[config.mk]
export PLATFORM = sky130hd
export DESIGN_NAME = adc_config_and_sequencer
export DESIGN_NICKNAME = d
export VERILOG_FILES = /design/src/adc_seq_pkg.sv /design/src/adc_config_and_sequencer.sv
export SDC_FILE = /design/constraint.sdc
export NUM_CORES = 1
export LEC_CHECK = 0
export BUFFER_PORTS_ARGS = -buffer_cell sky130_fd_sc_hd__clkbuf_2
export CAP_MARGIN = 10
export CORE_UTILIZATION = 60
export DETAILED_ROUTE_END_ITERATION = 10
export PLACE_DENSITY = 0.87
export SLEW_MARGIN = 20
export SYNTH_ARGS = -nofsm -noshare
export SYNTH_HDL_FRONTEND = slang
export SYNTH_SLANG_ARGS = --single-unit
export TNS_END_PERCENT = 1
[constraint.sdc]
create_clock -name mclk_i -period 3.8 [get_ports mclk_i]
set_input_delay 0.95 -clock mclk_i [delete_from_list [all_inputs] [get_ports mclk_i]]
set_output_delay 0.95 -clock mclk_i [all_outputs]
set_load 0.05 [all_outputs]
[src/adc_seq_pkg.sv]
// Register map, field layout and helper functions of the converter sequencer
package adc_seq_pkg;

   // ***************************************
   // Register word indices (byte = 4 x index)
   // ***************************************
   localparam logic [2:0] REG_CTRL   = 3'h0;
   localparam logic [2:0] REG_REFPIN = 3'h1;
   localparam logic [2:0] REG_FMT    = 3'h2;
   localparam logic [2:0] REG_RESH   = 3'h3;
   localparam logic [2:0] REG_RESL   = 3'h4;
   localparam logic [2:0] REG_FLAG   = 3'h5;

   // ***************************************
   // Field positions and masks
   // ***************************************
   localparam int         ON_BIT      = 0;
   localparam int         GO_BIT      = 1;
   localparam int         CHAN_LSB    = 2;
   localparam int         POS_REF_BIT = 4;
   localparam int         NEG_REF_BIT = 5;
   localparam int         PCFG_LSB    = 0;
   localparam int         JUSTIFY_BIT = 7;
   localparam int         ACQ_LSB     = 3;
   localparam int         CS_LSB      = 0;
   localparam int         FLAG_BIT    = 0;
   localparam int         IE_BIT      = 1;
   localparam logic [7:0] REFPIN_MASK = 8'h3F;
   localparam logic [7:0] FMT_MASK    = 8'hBF;
   localparam logic [7:0] RESET_VAL   = 8'h00;
   localparam logic [1:0] RC_CODE     = 2'h3;

   // ***************************************
   // Timing counts
   // ***************************************
   localparam int         CONV_TADS   = 11;
   localparam int         GAP_TADS    = 2;
   localparam int         TCY_MCLK    = 4;

   typedef enum logic [2:0] {SEQ_IDLE, SEQ_WAKE, SEQ_ACQ, SEQ_CONV, SEQ_GAP} seq_e;

   function automatic logic [4:0] acq_tads(input logic [2:0] s);
      case (s)
         3'h0: acq_tads = 5'h00;
         3'h1: acq_tads = 5'h02;
         3'h2: acq_tads = 5'h04;
         3'h3: acq_tads = 5'h06;
         3'h4: acq_tads = 5'h08;
         3'h5: acq_tads = 5'h0C;
         3'h6: acq_tads = 5'h10;
         default: acq_tads = 5'h14;
      endcase
   endfunction

   // Oscillator periods per conversion clock; RC codes unused here
   function automatic logic [6:0] clk_div(input logic [2:0] s);
      case (s)
         3'h0: clk_div = 7'h02;
         3'h1: clk_div = 7'h08;
         3'h2: clk_div = 7'h20;
         3'h4: clk_div = 7'h04;
         3'h5: clk_div = 7'h10;
         3'h6: clk_div = 7'h40;
         default: clk_div = 7'h02;
      endcase
   endfunction

   function automatic logic [15:0] digital_mask(input logic [3:0] k);
      logic [15:0] m;
      m = 16'h0000;
      for (int i = 0; i < 16; i++) begin
         m[i] = (k != 4'h0) && (i + int'(k) >= 15);
      end
      return m;
   endfunction

   function automatic logic [15:0] justify(input logic [9:0] r, input logic right);
      return right ? {6'h00, r} : {r, 6'h00};
   endfunction

endpackage

[src/adc_config_and_sequencer.sv]
// Converter configuration registers, conversion clock and conversion sequencer
// Overview of operation
// - Negative reference: pin or analog ground
// - Positive reference: pin or analog supply
// - Pin config code sets digital top pins
// - Format bit picks right or left justify
// - Acquisition field selects 0..20 clock periods
// - Clock field picks divider or RC
// - RC clock starts one instruction cycle late
// - Completion loads result, clears status, sets flag
// - Reset clears registers and aborts conversion
// - Power-on reset leaves result untouched
// - Sleep conversion only with RC clock
// - Two clock periods idle after conversion
// - Programmed acquisition precedes conversion start
// - Holding capacitor disconnected during conversion
// - Status bit shows conversion in progress
// - Clearing status aborts, result kept
// - Conversion lasts eleven clock periods
// - Sampling resumes after conversion ends
//
// Chosen here: the register addresses and the Avalon-MM register port.
module adc_config_and_sequencer
   import adc_seq_pkg::*;
(
   input  wire logic        mclk_i,
   input  wire logic        rst_i,
   input  wire logic [2:0]  avs_address_i,
   input  wire logic        avs_read_i,
   input  wire logic        avs_write_i,
   input  wire logic [31:0] avs_writedata_i,
   input  wire logic [3:0]  avs_byteenable_i,
   output logic      [31:0] avs_readdata_o,
   output logic             avs_waitrequest_o,
   input  wire logic        sleep_i,
   input  wire logic        rc_clk_i,
   input  wire logic        cmp_i,
   output logic             pos_ref_ext_o,
   output logic             neg_ref_ext_o,
   output logic      [15:0] pin_digital_o,
   output logic      [3:0]  channel_o,
   output logic             sample_connect_o,
   output logic      [9:0]  dac_code_o,
   output logic             conv_done_flag_o,
   output logic             conv_done_irq_enable_o
);

   // ***************************************
   // State
   // ***************************************
   typedef struct packed {
      logic       ack;
      logic [7:0] rdata;
      logic       on;
      logic       go;
      logic [3:0] chan;
      logic [7:0] refpin;
      logic [7:0] fmt;
      logic       flag;
      logic       ie;
      seq_e       st;
      logic [6:0] div;
      logic [4:0] conv_clock_period;
      logic [3:0] bidx;
      logic [9:0] sar;
      logic [4:0] hcnt;
      logic       rc1;
      logic       rc2;
      logic       rc3;
      logic       cmp1;
   } state_s;

   typedef struct packed {
      logic [7:0] hi;
      logic [7:0] lo;
   } result_s;

   state_s  q;
   state_s  d;
   result_s res_q;
   result_s res_d;
   logic    req_c;
   logic    wr_c;
   logic    rc_sel_c;
   logic    tick_c;
   logic    done_c;
   logic    abort_c;
   logic [4:0]  acq_c;
   logic [6:0]  ratio_c;
   logic [15:0] just_c;

   // ***************************************
   // Next state
   // ***************************************
   always_comb begin
      d        = q;
      res_d    = res_q;
      done_c   = 1'b0;
      abort_c  = 1'b0;
      req_c    = avs_read_i | avs_write_i;
      wr_c     = avs_write_i & q.ack & avs_byteenable_i[0];
      acq_c    = acq_tads(q.fmt[ACQ_LSB+:3]);
      ratio_c  = clk_div(q.fmt[CS_LSB+:3]);
      rc_sel_c = q.fmt[CS_LSB+:2] == RC_CODE;

      // RC clock is asynchronous; its edge is taken from the second and third stages
      d.rc1  = rc_clk_i;
      d.rc2  = q.rc1;
      d.rc3  = q.rc2;
      // Comparator is strobed by this clock; a single register stage fits within a /2 period
      d.cmp1 = cmp_i;

      // Oscillator divider halts in sleep, so only RC can convert there
      tick_c = rc_sel_c ? (q.rc2 & ~q.rc3)
                        : (~sleep_i && (q.div == ratio_c - 7'h01));
      if (q.st == SEQ_IDLE || rc_sel_c || tick_c) begin
         d.div = 7'h00;
      end else if (!sleep_i) begin
         d.div = q.div + 7'h01;
      end

      // Bus: one wait cycle, read data captured on the first cycle
      d.ack = req_c & ~q.ack;
      unique case (avs_address_i)
         REG_CTRL:   d.rdata = {2'h0, q.chan, q.go, q.on};
         REG_REFPIN: d.rdata = q.refpin & REFPIN_MASK;
         REG_FMT:    d.rdata = q.fmt & FMT_MASK;
         REG_RESH:   d.rdata = res_q.hi;
         REG_RESL:   d.rdata = res_q.lo;
         REG_FLAG:   d.rdata = {6'h00, q.ie, q.flag};
         default:    d.rdata = RESET_VAL;
      endcase
      if (wr_c) begin
         unique case (avs_address_i)
            REG_CTRL: begin
               d.on   = avs_writedata_i[ON_BIT];
               d.go   = avs_writedata_i[GO_BIT];
               d.chan = avs_writedata_i[CHAN_LSB+:4];
            end
            REG_REFPIN: d.refpin = avs_writedata_i[7:0] & REFPIN_MASK;
            REG_FMT:    d.fmt = avs_writedata_i[7:0] & FMT_MASK;
            REG_RESH:   res_d.hi = avs_writedata_i[7:0];
            REG_RESL:   res_d.lo = avs_writedata_i[7:0];
            REG_FLAG: begin
               d.flag = avs_writedata_i[FLAG_BIT];
               d.ie   = avs_writedata_i[IE_BIT];
            end
            default: ;
         endcase
      end

      // Sequencer
      just_c = justify(q.sar, q.fmt[JUSTIFY_BIT]);
      unique case (q.st)
         SEQ_IDLE: begin
            if (q.on && q.go) begin
               d.conv_clock_period  = 5'h00;
               d.bidx = 4'h0;
               d.sar  = 10'h000;
               if (rc_sel_c) begin
                  d.st = SEQ_WAKE;
               end else if (acq_c != 5'h00) begin
                  d.st = SEQ_ACQ;
               end else begin
                  d.st = SEQ_CONV;
               end
            end
         end
         SEQ_WAKE: begin
            d.conv_clock_period = q.conv_clock_period + 5'h01;
            if (q.conv_clock_period == 5'(TCY_MCLK - 1)) begin
               d.conv_clock_period = 5'h00;
               d.st  = (acq_c != 5'h00) ? SEQ_ACQ : SEQ_CONV;
            end
         end
         SEQ_ACQ: begin
            if (tick_c) begin
               d.conv_clock_period = q.conv_clock_period + 5'h01;
               if (q.conv_clock_period == acq_c - 5'h01) begin
                  d.st = SEQ_CONV;
               end
            end
         end
         SEQ_CONV: begin
            if (tick_c) begin
               d.bidx = q.bidx + 4'h1;
               if (q.bidx < 4'hA && q.cmp1) begin
                  d.sar = q.sar | (10'h200 >> q.bidx);
               end
               if (q.bidx == 4'(CONV_TADS - 1)) begin
                  done_c   = 1'b1;
                  res_d.hi = just_c[15:8];
                  res_d.lo = just_c[7:0];
                  d.conv_clock_period    = 5'h00;
                  d.st     = SEQ_GAP;
               end
            end
         end
         SEQ_GAP: begin
            if (tick_c) begin
               d.conv_clock_period = q.conv_clock_period + 5'h01;
               if (q.conv_clock_period == 5'(GAP_TADS - 1)) begin
                  d.st = SEQ_IDLE;
               end
            end
         end
         default: d.st = SEQ_IDLE;
      endcase

      // Software clear of status aborts without touching the result
      if ((q.st == SEQ_ACQ || q.st == SEQ_CONV || q.st == SEQ_WAKE) && !q.go) begin
         abort_c  = 1'b1;
         done_c   = 1'b0;
         res_d    = res_q;
         d.conv_clock_period    = 5'h00;
         d.st     = SEQ_GAP;
      end
      if (!q.on) begin
         d.st = SEQ_IDLE;
      end
      if (done_c) begin
         d.go   = 1'b0;
         d.flag = 1'b1;
      end

      // Helper: conversion clock periods spent in the current state
      if (d.st != q.st) begin
         d.hcnt = 5'h00;
      end else if (tick_c) begin
         d.hcnt = q.hcnt + 5'h01;
      end
   end

   // ***************************************
   // Registers
   // ***************************************
   always_ff @(posedge mclk_i or posedge rst_i) begin
      if (rst_i) begin
         q <= '0;
      end else begin
         q <= d;
      end
   end

   // Result pair has no reset so power-up leaves it as found
   always_ff @(posedge mclk_i) begin
      res_q <= res_d;
   end

   // ***************************************
   // Outputs
   // ***************************************
   assign avs_waitrequest_o      = req_c & ~q.ack;
   assign avs_readdata_o         = {24'h000000, q.rdata};
   assign pos_ref_ext_o          = q.refpin[POS_REF_BIT];
   assign neg_ref_ext_o          = q.refpin[NEG_REF_BIT];
   assign pin_digital_o          = digital_mask(q.refpin[PCFG_LSB+:4]);
   assign channel_o              = q.chan;
   assign sample_connect_o       = q.on && (q.st != SEQ_CONV) && (q.st != SEQ_GAP);
   assign dac_code_o             = (q.st == SEQ_CONV && q.bidx < 4'hA) ?
                                   (q.sar | (10'h200 >> q.bidx)) : q.sar;
   assign conv_done_flag_o       = q.flag;
   assign conv_done_irq_enable_o = q.ie;

   // ***************************************
   // Assertions
   // ***************************************
   a_done_status: assert property (@(posedge mclk_i) disable iff (rst_i)
      done_c |=> !q.go && q.flag && (q.st == SEQ_GAP))
      else $error("completion did not clear status and set flag");

   a_result_load: assert property (@(posedge mclk_i) disable iff (rst_i)
      done_c |=> {res_q.hi, res_q.lo} == justify($past(q.sar), $past(q.fmt[JUSTIFY_BIT])))
      else $error("result not loaded in selected format");

   a_pin_count: assert property (@(posedge mclk_i) disable iff (rst_i)
      $countones(pin_digital_o) ==
      ((q.refpin[3:0] == 4'h0) ? 0 : int'(q.refpin[3:0]) + 1))
      else $error("digital pin count wrong");

   a_hold_open: assert property (@(posedge mclk_i) disable iff (rst_i)
      (q.st == SEQ_CONV) |-> !sample_connect_o)
      else $error("holding capacitor connected during conversion");

   a_gap_min: assert property (@(posedge mclk_i) disable iff (rst_i)
      (done_c || abort_c) |=> (q.st == SEQ_GAP || !q.on)[*4])
      else $error("idle gap too short");

   a_conv_len: assert property (@(posedge mclk_i) disable iff (rst_i)
      done_c |-> q.hcnt == 5'(CONV_TADS - 1))
      else $error("conversion length not eleven periods");

   a_acq_len: assert property (@(posedge mclk_i) disable iff (rst_i)
      (q.st == SEQ_ACQ && d.st == SEQ_CONV) |-> q.hcnt + 5'h01 == acq_c)
      else $error("acquisition length mismatch");

   a_abort_keep: assert property (@(posedge mclk_i) disable iff (rst_i)
      abort_c && !wr_c |=> $stable(res_q) && (q.st == SEQ_GAP || q.st == SEQ_IDLE))
      else $error("abort changed result");

   a_off_idle: assert property (@(posedge mclk_i) disable iff (rst_i)
      !q.on |-> !sample_connect_o ##1 q.st == SEQ_IDLE)
      else $error("converter off but sequencer active");

   a_rc_delay: assert property (@(posedge mclk_i) disable iff (rst_i)
      $rose(q.st == SEQ_WAKE) |-> (q.st == SEQ_WAKE || !q.go || !q.on)[*4])
      else $error("RC start delay too short");

   a_ref_update: assert property (@(posedge mclk_i) disable iff (rst_i)
      (wr_c && avs_address_i == REG_REFPIN) |=>
      (neg_ref_ext_o == $past(avs_writedata_i[NEG_REF_BIT])) &&
      (pos_ref_ext_o == $past(avs_writedata_i[POS_REF_BIT])))
      else $error("reference select not taken from write");

   a_spare_zero: assert property (@(posedge mclk_i) disable iff (rst_i)
      (avs_read_i && !avs_waitrequest_o) |->
      !(avs_address_i == REG_REFPIN && avs_readdata_o[7:6] != 2'h0) &&
      !(avs_address_i == REG_FMT && avs_readdata_o[6]))
      else $error("unimplemented bit read as one");

   a_resume_sampling: assert property (@(posedge mclk_i) disable iff (rst_i)
      (q.st == SEQ_GAP && d.st == SEQ_IDLE && q.on) |=> sample_connect_o || !q.on)
      else $error("sampling did not resume after gap");

   a_bus_wait: assert property (@(posedge mclk_i) disable iff (rst_i)
      (req_c && !q.ack) |=> !avs_waitrequest_o)
      else $error("bus answer not after one wait cycle");

   a_flag_set: assert property (@(posedge mclk_i) disable iff (rst_i)
      $rose(q.flag) |-> $past(done_c) || $past(wr_c && avs_address_i == REG_FLAG))
      else $error("done flag set without completion or write");

   c_full_conv: cover property (@(posedge mclk_i) disable iff (rst_i)
      (q.st == SEQ_ACQ) ##[1:1000] done_c);
   c_abort: cover property (@(posedge mclk_i) disable iff (rst_i)
      (q.st == SEQ_CONV) && abort_c);
   c_rc_conv: cover property (@(posedge mclk_i) disable iff (rst_i)
      rc_sel_c && done_c);
   c_left_result: cover property (@(posedge mclk_i) disable iff (rst_i)
      done_c && !q.fmt[JUSTIFY_BIT]);
   c_rc_sleep: cover property (@(posedge mclk_i) disable iff (rst_i)
      sleep_i && rc_sel_c && done_c);

endmodule

==> qor.txt, run 1 <==
asr flop ratio synth - 0.797
GRT Overall Usage - 0.263
share of cells above drive strength 1 - 0.192
cell taking the most area after synthesis - dfrtp_1
CORE AREA - 8680 µm²
die area - 9320 µm²
Sink Count - 79
Die W - 96.6 µm
Rows - 34
Fin Setup TNS - 0 ns
CTS-repair resized insts - 0
max-slew violations - 0
layout filler cell count - 668
most frequent cells in the layout - dfrtp_1 (63), clkbuf_2 (62), nand2_1 (52), mux2i_1 (45), nor2_1 (40)
hold slack final - 0.351 ns
Max clock buf depth - 2
Via density - 5.91
CP Data Arrival Time - 2.55 ns
Leakage Power - 0.00263 µW
critical path class - reg2out
RSZ-0062 raised after global routing - no
H-tree depth - 3
Worst Max-Slew Pin Slew - 0.762 ns
Final ANT Viol Nets - 0
setup bufs post-CTS - 0
final WL - 11800 µm
Yosys top cell area share - 0.294
number of global-route vias before repair - 3739
GR Overflow Total - 0
Reg clk slew, reported paths - 0.08 ns
# port buffers - 62
Seq/Total Area, Yosys - 0.383
Final min period - 3.50 ns
post-route insts no fill - 707
flops & latches, synth - 79
TritonCTS clock tree - built
Synth Cell Area - 5370 µm²
Pwr Density - 638 nW/µm²
Reg area - 2060 µm²
Synthesis Warnings - 0
period utilization - 0.921
first-pass GRT wire length - 18400 µm
Vert. Die Dim - 96.6 µm
largest net degree at the start of global routing - 41
crit path max fanout - 10
Crit. End Element - primary output
synth unique cells - 59
Layout Utilization - 0.661
predominant post-synthesis flop cell - dfrtp_1
Inserted Clock Buffers - 9
area of the multi-input gates - 2920 µm²
drt first pass iters - 5
cts-stage hold buffer count - 0
crit path launch type - flip-flop
antenna violations before repair - 0
nets@finish - 668
final hold vios - 0
placed cell area - 5540 µm²
vias post-DR - 4181
effective utilization at floorplan - 0.618
CTS root buffer - clkbuf_8
max_cap viols - 0
commonest non-fill, non-tap cell in the layout - dfrtp_1
Max VDD drop - 0.458 mV
Area Overhead vs Synth - 7.00%
Synth Instances - 557
Setup Viol. Count Final - 0
status - finished clean
WL/cell - 16.7 µm
I/O Pins - 114
critical path data required time - 2.85 ns
worst hold path class - reg2reg
final weighted congestion in routability-driven placement - 0.874
Inserted Diodes - 0
Max Freq - 286 MHz
syn_area_per_cell - 9.63 µm²
Skew-Pair Late Insertion Delay - 0.37 ns
Rel. slew slack - 0.492
Detail Placement HPWL - 8380 µm
DRT iter0 DRCs - 314
drt drc - 0
post-route cell area - 5740 µm²
synth top area cells - dfrtp_1 (29%), edfxtp_1 (9.0%), mux2i_1 (8.4%)
Inst Count DP - 691
number of synthesized flops with an enable pin - 16
Setup Skew - 0.0132 ns
where the power goes:
| part | internal [µW] | switching, µW |
|---|---|---|
| sequential | 1110 | 273 |
| combinational | 505 | 1150 |
| clock | 298 | 324 |
| total | 1910 | 1750 |
cells by family after synthesis:
logic type               synth area share
AND/OR/NAND/NOR                     0.157
AO/OA/AOI/OAI                       0.135
buffers and inverters              0.0882
flip-flops                          0.383
multiplexers                        0.143
adder cells (fa/ha/maj)            0.0672
XOR/XNOR                           0.0261
other                            0.000699
worst paths after layout:
check,from,end,slack [ns],depth (start not counted)
min in group asynchronous,rst_i,q[32]$_DFFE_PP0P_,0.59,2
max reg2reg,q[40]$_DFFE_PP0P_,res_q[2]$_DFFE_PN_,0.99,7
max in group asynchronous,rst_i,channel_o[1]$_DFFE_PP0P_,2.33,3
min reg2reg,d[2]$_DFF_PP0_,d[1]$_DFF_PP0_,0.35,0
min,d[2]$_DFF_PP0_,d[1]$_DFF_PP0_,0.35,0
max,q[50]$_DFFE_PP0P_,pin_digital_o[13],0.30,7
flip-flops by register name, indices dropped and copies added, names as in the netlist:
register,flops
q,45
res_q,16
avs_readdata_o,8
channel_o,4
d,2
conv_done_flag_o,1
conv_done_irq_enable_o,1
neg_ref_ext_o,1
pos_ref_ext_o,1
critical path: stages (launching register included):
cell and delay (ns):
dfrtp_1 0.58, inv_1 0.24, ha_1 0.26, a21oi_1 0.18, xnor2_1 0.10, or3_1 0.39
a21oi_1 0.15, clkbuf_2 0.29
stage by stage:
step,setup slack (ns),power [µW]
detailed placement,0.711,3020
floorplan,0.362,2680
finish,0.302,3660
global placement,0.768,2950
global route,0.124,3870
CTS,0.316,3650
routing by layer:
layer	vias up	global-route usage	share of wire
met5	-	0	0
met4	0	0.0968	0.021
met3	23	0.0595	0.064
met2	173	0.431	0.49
met1	2003	0.341	0.42
li1	1982	-	-
layout make-up:
cell class,instances,share of cell area
Clock inverter,5,0.00654
Clock buffer,11,0.0283
Multi-Input combinational cell,415,0.509
Sequential cell,79,0.358
Tap cell,108,0.0235
Inverter,23,0.0150
Timing Repair Buffer,66,0.0593
cell usage after synthesis (all sizes together), types with 2 or more instances:
library cell  instances
a21bo                 2
a21oi                28
nor3                  7
a211o                 4
nand4b                2
a21o                  6
nand4                 3
o211ai                2
o21ai                28
or3                   7
mux2                 18
dfrtp                63
a21boi                3
nor3b                 3
nor4b                 2
nand3                20
clkbuf               23
ha                   28
nand2                52
a22oi                 2
a221o                 2
buf                  40
a221oi                4
a31o                  3
edfxtp               16
a211oi                3
a31oi                 3
and2                  2
mux4                  5
nor2b                 8
xor2                  5
nor2                 41
mux2i                45
or4                   2
nand2b               20
a22o                  2
a41o                  2
xnor2                11
inv                  23
o31ai                 2
o311ai                2
(Power assumes the default switching activity.)
==> run 2, diff against run 1 <==
--- a/config.mk
+++ b/config.mk
@@ -5,11 +5,12 @@
 export SDC_FILE = /design/constraint.sdc
 export NUM_CORES = 1
 export LEC_CHECK = 0
+export ABC_AREA = 1
 export BUFFER_PORTS_ARGS = -buffer_cell sky130_fd_sc_hd__clkbuf_2
 export CAP_MARGIN = 10
 export CORE_UTILIZATION = 60
 export DETAILED_ROUTE_END_ITERATION = 10
-export PLACE_DENSITY = 0.87
+export PLACE_DENSITY = 0.86
 export SLEW_MARGIN = 20
 export SYNTH_ARGS = -nofsm -noshare
 export SYNTH_HDL_FRONTEND = slang
==> run 2 against run 1 <==
Against the previous run:
- hold slack improved by 0.021 ns
- largest power group unchanged
- global-route usage rose by 0.96 points
- wire length rose by 5.3%
- register-to-register slack improved by 0.52 ns
- critical path depth did not move
- die area rose by 1.5%
- clock power rose by 3.4%
- sequential power fell by 4%
- synthesized cell count rose by 30%
- clock skew rose by 0.0037 ns
==> qor.txt, run 2 <==
status - finished clean
crit path launch type - flip-flop
first-pass GRT wire length - 21000 µm
Fin Setup TNS - 0 ns
Leakage Power - 0.00299 µW
max-slew violations - 0
Pwr Density - 647 nW/µm²
I/O Pins - 114
final WL - 12400 µm
Via density - 5.56
Vert. Die Dim - 97.3 µm
largest net degree at the start of global routing - 50
Final min period - 3.42 ns
number of synthesized flops with an enable pin - 16
worst path cell trace - inv_1, ha_1, nand2_1, inv_1, nor2_1, a31o_2, clkbuf_2
Max VDD drop - 0.320 mV
Largest register FFs - 45
CP Data Arrival Time - 2.47 ns
cell taking the most area after synthesis - dfrtp_1
crit path max fanout - 14
final hold vios - 0
Detail Placement HPWL - 9170 µm
CTS-repair resized insts - 0
# port buffers - 62
CTS root buffer - clkbuf_8
period utilization - 0.899
number of global-route vias before repair - 4463
Commonest cells post-synth - nand2_1 (181), inv_1 (81), dfrtp_1 (63)
cts-stage hold buffer count - 0
final weighted congestion in routability-driven placement - 0.940
CORE AREA - 8760 µm²
Die W - 97.3 µm
effective utilization at floorplan - 0.622
vias post-DR - 4882
drt drc - 0
Synth Cell Area - 5450 µm²
Inserted Diodes - 0
Setup Skew - 0.0168 ns
synth top area cells - dfrtp_1 (29%), nand2_1 (12%), edfxtp_1 (8.8%)
TritonCTS clock tree - built
Final ANT Viol Nets - 0
asr flop ratio synth - 0.797
Seq/Total Area, Yosys - 0.377
Setup Viol. Count Final - 0
Max clock buf depth - 2
Yosys top cell area share - 0.289
RSZ-0062 raised after global routing - no
Synthesis Warnings - 0
Inserted Clock Buffers - 9
predominant post-synthesis flop cell - dfrtp_1
Crit-path slowest cell - dfrtp_1
Reg clk slew, reported paths - 0.09 ns
WL/cell - 14.2 µm
hold slack final - 0.372 ns
Sink Count - 79
critical path class - reg2out
Crit. End Element - primary output
commonest non-fill, non-tap cell in the layout - nand2_1
drt first pass iters - 6
most frequent cells in the layout - nand2_1 (181), inv_1 (80), dfrtp_1 (63), clkbuf_2 (62), nor2_1 (55)
antenna violations before repair - 0
Max Freq - 293 MHz
critical path data required time - 2.85 ns
setup bufs post-CTS - 0
die area - 9470 µm²
H-tree depth - 3
worst stage delay on the critical path - 0.49 ns
DRT iter0 DRCs - 409
nets@finish - 839
crit-path most repeated cell - inv_1
Area Overhead vs Synth - 6.80%
flops & latches, synth - 79
Rows - 34
Top reg by flops - q
Worst Max-Slew Pin Slew - 1.00 ns
synth unique cells - 45
worst hold path class - reg2reg
syn_area_per_cell - 7.54 µm²
max_cap viols - 0
share of cells above drive strength 1 - 0.145
Rel. slew slack - 0.329
Skew-Pair Late Insertion Delay - 0.38 ns
Synth Instances - 723
GR Overflow Total - 0
count leader, synth - nand2_1
GRT Overall Usage - 0.273
[run 2: logic make-up (layout without fill, tap and decap cells)]
group,Yosys count,in the layout,share of synthesized area
xor gates and xnor gates,14,14,0.0225
and+or+nand+nor,332,332,0.268
buffers and inverters,143,167,0.130
other,1,24,0.000688
muxes,5,5,0.00919
AOI/OAI and AO/OA,121,121,0.129
DFF,79,79,0.377
adders and majority gates,28,28,0.0643
[run 2: metrics by stage]
step,setup slack (ns),total power [µW],instances,cell area [µm²],utilization
after floorplan,0.556,2790,746,5540,-
after global placement,0.876,3040,862,5620,0.641
after detailed placement,0.792,3110,862,5620,0.641
after CTS,0.380,3750,878,5820,0.664
after global routing,0.107,4020,878,5820,0.664
final,0.384,3770,878,5820,0.664
[run 2: layout make-up]
cell class,instances,area [µm²]
Clock buffer,10,128
Clock inverter,6,70.1
Fill cell,705,2940
Inverter,86,324
Multi-Input combinational cell,524,2770
Sequential cell,79,2060
Tap cell,108,135
Timing Repair Buffer,65,333
[run 2: path summary, 6_finish.rpt]
| kind | startpoint | end | slack (ns) | cells past startpoint |
|---|---|---|---|---|
| hold reg to reg | d[2]$_DFF_PP0_ | d[1]$_DFF_PP0_ | 0.37 | 0 |
| setup / recovery | q[50]$_DFFE_PP0P_ | pin_digital_o[1] | 0.38 | 7 |
| hold / removal | d[2]$_DFF_PP0_ | d[1]$_DFF_PP0_ | 0.37 | 0 |
| min in group asynchronous | rst_i | q[37]$_DFFE_PP0P_ | 0.71 | 2 |
| max in group asynchronous | rst_i | conv_done_irq_enable_o$_DFFE_PP0P_ | 2.44 | 3 |
| setup reg to reg | q[41]$_DFFE_PP0P_ | res_q[4]$_DFFE_PN_ | 1.51 | 10 |
[run 2: report_power, final]
group,internal (µW),switching (µW),leakage (µW)
sequential,1120,202,0.000988
clock,308,335,0.000101
combinational,498,1300,0.00191
[run 2: metal layers]
metal / GRT usage / share of wire / up-vias
met3: 0.0496 / 0.071 / 20
met2: 0.466 / 0.49 / 234
met1: 0.354 / 0.42 / 2242
met4: 0.0803 / 0.018 / 0
li1: - / - / 2386
met5: 0 / 0 / -
[run 2: worst max-delay path, delay by kind of cell (launching register included)]
kind | cells | cell delay [ns]
buffers and inverters | 3 | 0.87
DFF | 1 | 0.49
adders and majority gates | 1 | 0.28
and+or+nand+nor | 2 | 0.23
AOI/OAI and AO/OA | 1 | 0.21
